===== src/rtl/gpio_port_pkg.sv =====
// Package: register map, reset values and modes of the shared GPIO port
package gpio_port_pkg;

  // ----------------------------------------------------------------------
  // Bus geometry
  // ----------------------------------------------------------------------
  localparam int unsigned ADDR_W     = 5;
  localparam int unsigned DATA_W     = 32;
  localparam int unsigned PORT_W     = 8;
  localparam int unsigned SYNC_STAGES = 2;

  typedef logic [ADDR_W-1:0] addr_t;
  typedef logic [PORT_W-1:0] port_t;

  // ----------------------------------------------------------------------
  // Register byte offsets (one aligned word each)
  // ----------------------------------------------------------------------
  localparam addr_t OFS_PORT_THREE_DIRECTION   = 5'h00;
  localparam addr_t OFS_PORT_THREE_LATCH       = 5'h04;
  localparam addr_t OFS_PORT_THREE_PULLUP      = 5'h08;
  localparam addr_t OFS_PORT_FOUR_DIRECTION    = 5'h0C;
  localparam addr_t OFS_HOST_IFACE_CONTROL     = 5'h10;
  localparam addr_t OFS_PORT_THREE_STATUS      = 5'h14;

  // ----------------------------------------------------------------------
  // Reset values
  // ----------------------------------------------------------------------
  localparam port_t RST_PORT_THREE_DIRECTION   = 8'h00;
  localparam port_t RST_PORT_THREE_LATCH       = 8'h00;
  localparam port_t RST_PORT_THREE_PULLUP      = 8'h00;
  localparam port_t RST_PORT_FOUR_DIRECTION    = 8'h00;
  localparam logic [3:0] RST_HOST_IFACE_CONTROL = 4'h0;
  localparam logic [DATA_W-1:0] RDATA_ZERO     = 32'h0000_0000;

  // ----------------------------------------------------------------------
  // Host interface control field positions
  // ----------------------------------------------------------------------
  localparam int unsigned CTL_ALT_HOST_BIT   = 0;
  localparam int unsigned CTL_LPC_FIRST_BIT  = 1;
  localparam int unsigned CTL_LPC_SECOND_BIT = 2;
  localparam int unsigned CTL_LPC_THIRD_BIT  = 3;

  // ----------------------------------------------------------------------
  // Status field positions
  // ----------------------------------------------------------------------
  localparam int unsigned STS_LPC_SEL_LSB    = 0;
  localparam int unsigned STS_PULLUP_LSB     = 8;

  // ----------------------------------------------------------------------
  // Port four peripheral pin positions
  // ----------------------------------------------------------------------
  localparam int unsigned P4_PWM_LSB         = 6;
  localparam int unsigned P4_PWM_W           = 2;
  localparam int unsigned P4_PERIPH_W        = 6;

  // ----------------------------------------------------------------------
  // Bus handshake phase
  // ----------------------------------------------------------------------
  typedef enum logic {
    BUS_IDLE,
    BUS_ANSWER
  } bus_phase_e;

endpackage : gpio_port_pkg


===== src/rtl/port_pin_sync.sv =====
// Two-stage synchroniser for a group of pin inputs
`timescale 1ns/1ps

module port_pin_sync #(
  parameter int unsigned WIDTH = 8
) (
  input  wire logic             core_clk,
  input  wire logic             sys_rst,
  input  wire logic [WIDTH-1:0] async_in,
  output logic      [WIDTH-1:0] sync_out
);

  // ----------------------------------------------------------------------
  // Per-bit double flop
  // ----------------------------------------------------------------------
  // First stage feeds only the second stage, nothing else looks at it
  genvar gi;
  generate
    for (gi = 0; gi < WIDTH; gi++) begin : g_bit
      logic meta_reg;
      logic stable_reg;
      always_ff @(posedge core_clk) begin
        if (sys_rst) begin
          meta_reg   <= 1'b0;
          stable_reg <= 1'b0;
        end else begin
          meta_reg   <= async_in[gi];
          stable_reg <= meta_reg;
        end
      end
      assign sync_out[gi] = stable_reg;
    end
  endgenerate

endmodule : port_pin_sync


===== src/rtl/lpc_shared_gpio_port.sv =====
// Shared GPIO port with LPC pin handover, pull-ups and second-port direction
`timescale 1ns/1ps
// Summary of operation
// RL1: Reading port with direction 1 returns output latch bit, not pin.
// RL2: Reading port with direction 0 returns synchronised pin level.
// RL3: Output latch is eight read/write bits, cleared at reset.
// RL4: Pull-up on when its control bit is 1 and pin is input.
// RL5: Pull-up control is an eight-bit read/write register, reset zero.
// RL6: Pull-ups stay off whenever any host interface is enabled.
// RL7: Pull-ups forced off during reset and hardware standby.
// RL8: Otherwise pull-up on only for input, direction 0, control 1.
// RL9: All host enables zero: direction 0 input, direction 1 output.
// RL10: Any LPC enable, alternate off, direction 0: pin goes to LPC.
// RL11: LPC bits: 7 SERIRQ, 6 LCLK, 5 LRESET#, 4 LFRAME#, 3..0 LAD.
// RL12: Software never programs other enable and direction combinations.
// RL13: Second port direction is write-only, reset zero, 1 output.
// RL14: Software standby resets PWM; timers, I2C and registers decide pins.
// RL15: First port direction is write-only, reset zero, 1 output.
// RL16: LPC-owned pins take drive and enable from host logic.
// RL17: Writes land on the second edge after the request; pin inputs synchronised before reading.

module lpc_shared_gpio_port (
  input  wire logic                              core_clk,
  input  wire logic                              sys_rst,
  // Avalon-MM slave
  input  wire logic [gpio_port_pkg::ADDR_W-1:0]  avs_address,
  input  wire logic                              avs_read,
  input  wire logic                              avs_write,
  input  wire logic [gpio_port_pkg::DATA_W-1:0]  avs_writedata,
  input  wire logic [3:0]                        avs_byteenable,
  output logic      [gpio_port_pkg::DATA_W-1:0]  avs_readdata,
  output logic                                   avs_waitrequest,
  // Chip power state
  input  wire logic                              hw_standby,
  input  wire logic                              sw_standby,
  // First port pins
  input  wire logic [gpio_port_pkg::PORT_W-1:0]  port_three_pin_in,
  output logic      [gpio_port_pkg::PORT_W-1:0]  port_three_pin_out,
  output logic      [gpio_port_pkg::PORT_W-1:0]  port_three_pin_oe,
  output logic      [gpio_port_pkg::PORT_W-1:0]  port_three_pullup_en,
  // Host interface (LPC) side of the first port
  input  wire logic [gpio_port_pkg::PORT_W-1:0]  lpc_pin_out,
  input  wire logic [gpio_port_pkg::PORT_W-1:0]  lpc_pin_oe,
  output logic      [gpio_port_pkg::PORT_W-1:0]  lpc_pin_in,
  output logic      [gpio_port_pkg::PORT_W-1:0]  lpc_pin_sel,
  output logic      [2:0]                        lpc_channel_enable,
  output logic                                   alt_host_interface_enable,
  // Second port
  input  wire logic [gpio_port_pkg::P4_PWM_W-1:0]    pwm_pin_oe,
  input  wire logic [gpio_port_pkg::P4_PERIPH_W-1:0] periph_pin_oe,
  output logic      [gpio_port_pkg::PORT_W-1:0]  port_four_direction,
  output logic      [gpio_port_pkg::PORT_W-1:0]  port_four_pin_oe,
  output logic                                   pwm_unit_reset
);

  import gpio_port_pkg::*;

  // ----------------------------------------------------------------------
  // Declarations
  // ----------------------------------------------------------------------
  port_t              port_three_direction_reg;
  port_t              port_three_output_latch_reg;
  port_t              port_three_pullup_control_reg;
  port_t              port_four_direction_reg;
  logic [3:0]         host_ctl_reg;
  bus_phase_e         phase_reg;
  bus_phase_e         phase_next;
  logic [DATA_W-1:0]  readdata_reg;
  logic [DATA_W-1:0]  readdata_next;
  port_t              pin_sync;
  port_t              port_read_value;
  port_t              lpc_sel_next;
  port_t              pullup_next;
  port_t              pin_out_next;
  port_t              pin_oe_next;
  port_t              p4_oe_next;
  port_t              lpc_sel_reg;
  port_t              pullup_reg;
  port_t              pin_out_reg;
  port_t              pin_oe_reg;
  port_t              lpc_in_reg;
  port_t              p4_oe_reg;
  logic               pwm_reset_reg;
  logic               waitrequest_reg;
  logic               request;
  logic               accept;
  logic               wr_take;
  logic               lpc_any;
  logic               host_enabled;

  // ----------------------------------------------------------------------
  // Pin input synchroniser
  // ----------------------------------------------------------------------
  port_pin_sync #(
    .WIDTH    (PORT_W)
  ) u_pin_sync (
    .core_clk (core_clk),
    .sys_rst  (sys_rst),
    .async_in (port_three_pin_in),
    .sync_out (pin_sync)                               // see RL17
  );

  // ----------------------------------------------------------------------
  // Bus handshake
  // ----------------------------------------------------------------------
  // One wait cycle: the request is decoded on the first edge and answered
  // on the second, so read data and waitrequest both come from flops.
  assign request = avs_read | avs_write;
  assign accept  = request & (phase_reg == BUS_IDLE);
  assign wr_take = avs_write & (phase_reg == BUS_ANSWER)
                 & avs_byteenable[0];

  always_comb begin
    phase_next = BUS_IDLE;
    unique case (phase_reg)
      BUS_IDLE:   phase_next = request ? BUS_ANSWER : BUS_IDLE;
      BUS_ANSWER: phase_next = BUS_IDLE;
    endcase
  end

  always_ff @(posedge core_clk) begin
    if (sys_rst) begin
      phase_reg       <= BUS_IDLE;
      waitrequest_reg <= 1'b1;
    end else begin
      phase_reg       <= phase_next;
      waitrequest_reg <= (phase_next == BUS_IDLE);
    end
  end

  // ----------------------------------------------------------------------
  // First port direction
  // ----------------------------------------------------------------------
  always_ff @(posedge core_clk) begin
    if (sys_rst) begin
      port_three_direction_reg <= RST_PORT_THREE_DIRECTION;  // see RL15
    end else if (wr_take && avs_address == OFS_PORT_THREE_DIRECTION) begin
      port_three_direction_reg <= avs_writedata[PORT_W-1:0]; // see RL17
    end
  end

  // ----------------------------------------------------------------------
  // First port output latch
  // ----------------------------------------------------------------------
  always_ff @(posedge core_clk) begin
    if (sys_rst) begin
      port_three_output_latch_reg <= RST_PORT_THREE_LATCH;   // see RL3
    end else if (wr_take && avs_address == OFS_PORT_THREE_LATCH) begin
      port_three_output_latch_reg <= avs_writedata[PORT_W-1:0]; // see RL3
    end
  end

  // ----------------------------------------------------------------------
  // Pull-up control
  // ----------------------------------------------------------------------
  always_ff @(posedge core_clk) begin
    if (sys_rst) begin
      port_three_pullup_control_reg <= RST_PORT_THREE_PULLUP; // see RL5
    end else if (wr_take && avs_address == OFS_PORT_THREE_PULLUP) begin
      port_three_pullup_control_reg <= avs_writedata[PORT_W-1:0]; // see RL5
    end
  end

  // ----------------------------------------------------------------------
  // Second port direction
  // ----------------------------------------------------------------------
  always_ff @(posedge core_clk) begin
    if (sys_rst) begin
      port_four_direction_reg <= RST_PORT_FOUR_DIRECTION;    // see RL13
    end else if (wr_take && avs_address == OFS_PORT_FOUR_DIRECTION) begin
      port_four_direction_reg <= avs_writedata[PORT_W-1:0];  // see RL13
    end
  end

  // ----------------------------------------------------------------------
  // Host interface enables
  // ----------------------------------------------------------------------
  always_ff @(posedge core_clk) begin
    if (sys_rst) begin
      host_ctl_reg <= RST_HOST_IFACE_CONTROL;
    end else if (wr_take && avs_address == OFS_HOST_IFACE_CONTROL) begin
      host_ctl_reg <= avs_writedata[3:0];
    end
  end

  assign lpc_any      = host_ctl_reg[CTL_LPC_FIRST_BIT]
                      | host_ctl_reg[CTL_LPC_SECOND_BIT]
                      | host_ctl_reg[CTL_LPC_THIRD_BIT];
  assign host_enabled = lpc_any | host_ctl_reg[CTL_ALT_HOST_BIT];

  // ----------------------------------------------------------------------
  // Port read value
  // ----------------------------------------------------------------------
  // Output pins read back the latch, input pins the synchronised level
  assign port_read_value = (port_three_direction_reg
                            & port_three_output_latch_reg)     // see RL1
                         | (~port_three_direction_reg
                            & pin_sync);                       // see RL2

  // ----------------------------------------------------------------------
  // Read data decode
  // ----------------------------------------------------------------------
  // Write-only registers and unmapped offsets read as zero
  always_comb begin
    readdata_next = RDATA_ZERO;
    unique case (avs_address)
      OFS_PORT_THREE_LATCH:
        readdata_next[PORT_W-1:0] = port_read_value;
      OFS_PORT_THREE_PULLUP:
        readdata_next[PORT_W-1:0] = port_three_pullup_control_reg;
      OFS_HOST_IFACE_CONTROL:
        readdata_next[3:0] = host_ctl_reg;
      OFS_PORT_THREE_STATUS: begin
        readdata_next[STS_LPC_SEL_LSB +: PORT_W] = lpc_sel_reg;
        readdata_next[STS_PULLUP_LSB +: PORT_W]  = pullup_reg;
      end
      default:
        readdata_next = RDATA_ZERO;
    endcase
  end

  always_ff @(posedge core_clk) begin
    if (sys_rst) begin
      readdata_reg <= RDATA_ZERO;
    end else if (accept && avs_read) begin
      readdata_reg <= readdata_next;
    end
  end

  // ----------------------------------------------------------------------
  // Pin function selection
  // ----------------------------------------------------------------------
  // Combinations other than the three legal ones fall back to plain GPIO
  // behaviour by direction bit; software is expected never to use them.
  always_comb begin
    lpc_sel_next = {PORT_W{1'b0}};
    if (lpc_any && !host_ctl_reg[CTL_ALT_HOST_BIT]) begin
      lpc_sel_next = ~port_three_direction_reg;                // see RL10
    end
  end

  always_ff @(posedge core_clk) begin
    if (sys_rst) begin
      lpc_sel_reg <= {PORT_W{1'b0}};
    end else begin
      lpc_sel_reg <= lpc_sel_next;
    end
  end

  // ----------------------------------------------------------------------
  // Pin drive
  // ----------------------------------------------------------------------
  // Bit order on the LPC side: 7 serirq, 6 lclk, 5 lreset_n, 4 lframe_n,
  // 3..0 lad; the mapping is one to one, bit for bit.
  always_comb begin
    pin_out_next = port_three_output_latch_reg;                // see RL9
    pin_oe_next  = port_three_direction_reg;                   // see RL9
    for (int i = 0; i < PORT_W; i++) begin
      if (lpc_sel_next[i]) begin
        pin_out_next[i] = lpc_pin_out[i];                      // see RL16
        pin_oe_next[i]  = lpc_pin_oe[i];                       // see RL11
      end
    end
  end

  always_ff @(posedge core_clk) begin
    if (sys_rst) begin
      pin_out_reg <= {PORT_W{1'b0}};
      pin_oe_reg  <= {PORT_W{1'b0}};
    end else begin
      pin_out_reg <= pin_out_next;
      pin_oe_reg  <= pin_oe_next;
    end
  end

  // Host logic sees the synchronised pins, valid only where selected
  always_ff @(posedge core_clk) begin
    if (sys_rst) begin
      lpc_in_reg <= {PORT_W{1'b0}};
    end else begin
      lpc_in_reg <= pin_sync & lpc_sel_next;                   // see RL11
    end
  end

  // ----------------------------------------------------------------------
  // Pull-up control
  // ----------------------------------------------------------------------
  // Software standby keeps pull-ups under register control; only hardware
  // standby, an enabled host interface and reset force them off.
  always_comb begin
    pullup_next = port_three_pullup_control_reg
                & ~port_three_direction_reg;            // see RL4 see RL8
    if (host_enabled) begin
      pullup_next = {PORT_W{1'b0}};                            // see RL6
    end
    if (hw_standby) begin
      pullup_next = {PORT_W{1'b0}};                            // see RL7
    end
  end

  always_ff @(posedge core_clk) begin
    if (sys_rst) begin
      pullup_reg <= {PORT_W{1'b0}};                            // see RL7
    end else begin
      pullup_reg <= pullup_next;
    end
  end

  // ----------------------------------------------------------------------
  // Second port pin enables
  // ----------------------------------------------------------------------
  // PWM drive is dropped in software standby since that unit is held in
  // reset; timer and I2C enables and the direction register still count.
  always_comb begin
    p4_oe_next = port_four_direction_reg;                      // see RL13
    p4_oe_next[P4_PERIPH_W-1:0] = port_four_direction_reg[P4_PERIPH_W-1:0]
                                | periph_pin_oe;               // see RL14
    if (!sw_standby) begin
      p4_oe_next[P4_PWM_LSB +: P4_PWM_W] =
        port_four_direction_reg[P4_PWM_LSB +: P4_PWM_W] | pwm_pin_oe;
    end
  end

  always_ff @(posedge core_clk) begin
    if (sys_rst) begin
      p4_oe_reg     <= {PORT_W{1'b0}};
      pwm_reset_reg <= 1'b1;
    end else begin
      p4_oe_reg     <= p4_oe_next;
      pwm_reset_reg <= sw_standby;                             // see RL14
    end
  end

  // ----------------------------------------------------------------------
  // Outputs
  // ----------------------------------------------------------------------
  assign avs_readdata              = readdata_reg;
  assign avs_waitrequest           = waitrequest_reg;
  assign port_three_pin_out        = pin_out_reg;
  assign port_three_pin_oe         = pin_oe_reg;
  assign port_three_pullup_en      = pullup_reg;
  assign lpc_pin_in                = lpc_in_reg;
  assign lpc_pin_sel               = lpc_sel_reg;
  assign lpc_channel_enable        = host_ctl_reg[CTL_LPC_THIRD_BIT:
                                                  CTL_LPC_FIRST_BIT];
  assign alt_host_interface_enable = host_ctl_reg[CTL_ALT_HOST_BIT];
  assign port_four_direction       = port_four_direction_reg;
  assign port_four_pin_oe          = p4_oe_reg;
  assign pwm_unit_reset            = pwm_reset_reg;

endmodule : lpc_shared_gpio_port


===== config.mk =====
export PLATFORM = sky130hd
export DESIGN_NAME = lpc_shared_gpio_port
export DESIGN_NICKNAME = d
export VERILOG_FILES = /design/src/rtl/gpio_port_pkg.sv /design/src/rtl/port_pin_sync.sv /design/src/rtl/lpc_shared_gpio_port.sv
export SDC_FILE = /design/constraint.sdc
export NUM_CORES = 1
export LEC_CHECK = 0
export BUFFER_PORTS_ARGS = -buffer_cell sky130_fd_sc_hd__buf_2
export CAP_MARGIN = 5
export CORE_ASPECT_RATIO = 1.5
export CORE_MARGIN = 2
export CORE_UTILIZATION = 52
export DETAILED_ROUTE_END_ITERATION = 7
export PLACE_DENSITY = 0.84
export SLEW_MARGIN = 20
export SYNTH_ARGS = -nofsm -noshare
export SYNTH_HDL_FRONTEND = slang
export SYNTH_HIERARCHICAL = 1
export SYNTH_SLANG_ARGS = --single-unit

===== constraint.sdc =====
create_clock -name core_clk -period 3.3 [get_ports core_clk]
set_input_delay 0.165 -clock core_clk [delete_from_list [all_inputs] [get_ports core_clk]]
set_output_delay 0.165 -clock core_clk [all_outputs]
set_load 0.01 [all_outputs]

==> metrics.txt <==
Worst-Margin Slew=between 800 and 900 ps; Core Box Area=between 8000 and 9000 um^2; GR Util All Layers=0.247; WL/cell=roughly 15 um; boundary pin count=173; Leak=approximately 2.7 nW; max_slew headroom=0.436; FMAX=0.467 GHz; Placed Cells incl. Taps=660; RSZ-0062 raised after global routing=false; # clock sinks=approximately 120; number of diodes=0; Yosys Warn Count=6; Via Count=3,735; initial antenna violation count=0; GRT Residual Overflow=0; Max IR drop VDD=405 uV; Sw Pwr=675 uW; status=completed; Worst Setup End Kind=flip-flop; port buffer count=about 130; Slew Limit Fails=0; final setup fails=0; DP Area=between 4000 and 5000 um^2; fillers=a little over 600; Fin. Hold Viols=0; Util after Layout=0.686; via count of the first global-routing pass=3,700; max-cap violations=0; internal power=about 2.6 mW; die area=9310 um^2; critical path arrival=around 2400 ps; FF+latch count, synth=119; Final nets=677; Post-Synthesis Cells=460; Flop pwr share=0.450; # rows=just over 40; post-layout instance area=~5700 um^2; Worst-path clk slew=50 ps; Synth cell types=43; drt initial violations=297; die width=79.5 um; clock insertion delay at the later pin of the skew report=approximately 400 ps; R2R setup slack=1160 ps; minimum clock period after layout=around 2100 ps; Synth-to-Final Area Change=29.2%; clock root cell=clkbuf_16; First-pass DRT Iterations=4; antenna-violating nets left=0; Setup TNS Final=0 ps; height of the die=117 um; htree depth=4; largest net degree at the start of global routing=56; CP Launch Type=flip-flop; clock skew=9.77 ps; switching share of total power=0.207; Syn Std Cell Area=about 4400 um^2; first-pass GRT wire length=around 17,000 um; RePlAce Congestion=between 0.8 and 0.9; WP data required=approximately 3600 ps; crit-path max FO=21; layout cell share with drive strength beyond 1=0.291; Hold/Removal Path Class=in -> reg; Largest register FFs=16; clk buf depth=2; Pwr Density=roughly 570 nW/um^2; CTS tree=yes; sequential cell area fraction in the yosys report=0.536; Mean Syn Cell Area=between 9 and 10 um^2; hpwl dp=7560 um; Initial Util=0.531; DRC Markers=0; combinational share of power=0.049; Routed Wire Length=~11,000 um; WS Path Type=reg -> reg; final std cells w/o fill=715; routed vias/inst=about 5.2; clock network fraction of total power=0.501; CTS Buf Count=17; final period utilization=0.649
==> per-stage QoR <==
step                power [mW]  hold slack (ps)  setup WS [ps]
finish                    3.26             11.8           1160
global route              3.35             17.0            963
CTS                       3.27             2.24           1180
detailed placement        1.63              377           1230
global placement          1.62              367           1300
floorplan                 1.59              272           1970
==> area by class of cell <==
type / count / area, um^2 / area share
sequential: 119 / 2380 / 0.415
multi-input combinational: 299 / 1760 / 0.307
inverter: 4 / 15.0 / 0.00262
clock inverter: 5 / 50.0 / 0.00872
tap: 107 / 134 / 0.0233
clock buffer: 24 / 472 / 0.0822
timing repair buffer: 157 / 923 / 0.161
==> Yosys cell counts (all sizes together) <==
master,count,area (um^2)
nand3b,1,7.51
nor3,12,71.3
nand2,29,109
a31oi,4,25.0
o21a,3,22.5
clkbuf,15,56.3
and2,1,6.26
o21ai,6,30.0
conb,1,3.75
and2b,7,60.1
buf,38,283
a22o,1,8.76
nor3b,15,113
nand2b,5,31.3
or2,1,6.26
o31ai,1,7.51
a21oi,27,135
nand3,25,130
a22oi,11,82.6
mux2,3,33.8
nand4,2,18.8
dfxtp,119,2380
a32oi,1,8.76
xnor2,1,8.76
a221oi,3,32.5
nor2b,13,98.9
and3,2,12.5
a21boi,1,7.51
and4,1,8.76
inv,4,15.0
nor2,71,269
mux2i,35,350
or3,1,6.26
==> kinds of logic after synthesis <==
group                     synth area share
and+or+nand+nor                      0.214
xor gates and xnor gates           0.00197
AOI/OAI and AO/OA                   0.0811
DFF                                  0.536
buffers and inverters               0.0797
other                             0.000844
muxes                               0.0865
==> repair_timing <==
action | 4_1_cts | 5_1_grt
resized for setup | 0 | 0
hold endpoints to repair | 26 | 0
hold buffers | 26 | 0
buffers inserted | 0 | 0
==> path summary, 6_finish.rpt <==
path,startpoint,to,depth (start not counted)
hold reg to reg,u_pin_sync/g_bit[4].meta_reg$_SDFF_PP0_,u_pin_sync/g_bit[4].stable_reg$_SDFF_PP0_,1
setup reg to reg,phase_reg$_SDFF_PP0_,port_four_direction[5]$_SDFFE_PP0P_,4
hold / removal,lpc_pin_out[7],port_three_pin_out[7]$_SDFF_PP0_,3
setup / recovery,phase_reg$_SDFF_PP0_,port_four_direction[5]$_SDFFE_PP0P_,4
==> critical path, cell delays in order, from the launching register on <==
cell and delay [ps]:
dfxtp_1 350, and3_1 730, nand4_2 560, mux2i_1 310, nor2_1 50
==> power groups by stage <==
stage          combinational (mW)  sequential, mW  clock, mW
2_1_floorplan              0.0934            1.49          0
3_3_place_gp                0.130            1.49          0
3_5_place_dp                0.133            1.49          0
4_1_cts                     0.158            1.46       1.65
5_1_grt                     0.174            1.46       1.72
6_report                    0.161            1.46       1.63
==> metal layers <==
metal | share of wire | up-vias | track usage | wire length [um]
li1 | - | 1790 | - | -
met1 | 0.38 | 1755 | 0.265 | 4180
met2 | 0.52 | 159 | 0.426 | 5690
met3 | 0.065 | 31 | 0.0683 | 723
met4 | 0.041 | 0 | 0.159 | 448
met5 | 0 | - | 0 | 0
==> cells in the final DEF, fill, tap and decap left out, types with 4 or more instances in the layout <==
| master | synthesis | routed |
|---|---|---|
| a21oi_1 | 27 | 27 |
| a22oi_1 | 11 | 11 |
| a31oi_1 | 4 | 4 |
| and2b_2 | 6 | 6 |
| buf_2 | 7 | 128 |
| clkbuf_1 | 15 | 5 |
| clkbuf_16 | 0 | 17 |
| clkinv_2 | 0 | 4 |
| conb_1 | 1 | 16 |
| dfxtp_1 | 119 | 119 |
| dlygate4sd3_1 | 0 | 26 |
| inv_1 | 4 | 4 |
| mux2i_1 | 35 | 35 |
| nand2_1 | 29 | 29 |
| nand2b_1 | 5 | 5 |
| nand3_1 | 24 | 24 |
| nor2_1 | 70 | 70 |
| nor2b_1 | 6 | 6 |
| nor2b_2 | 7 | 7 |
| nor3_1 | 11 | 11 |
| nor3b_1 | 15 | 15 |
| o21ai_0 | 6 | 6 |
(Power assumes the default switching activity.)
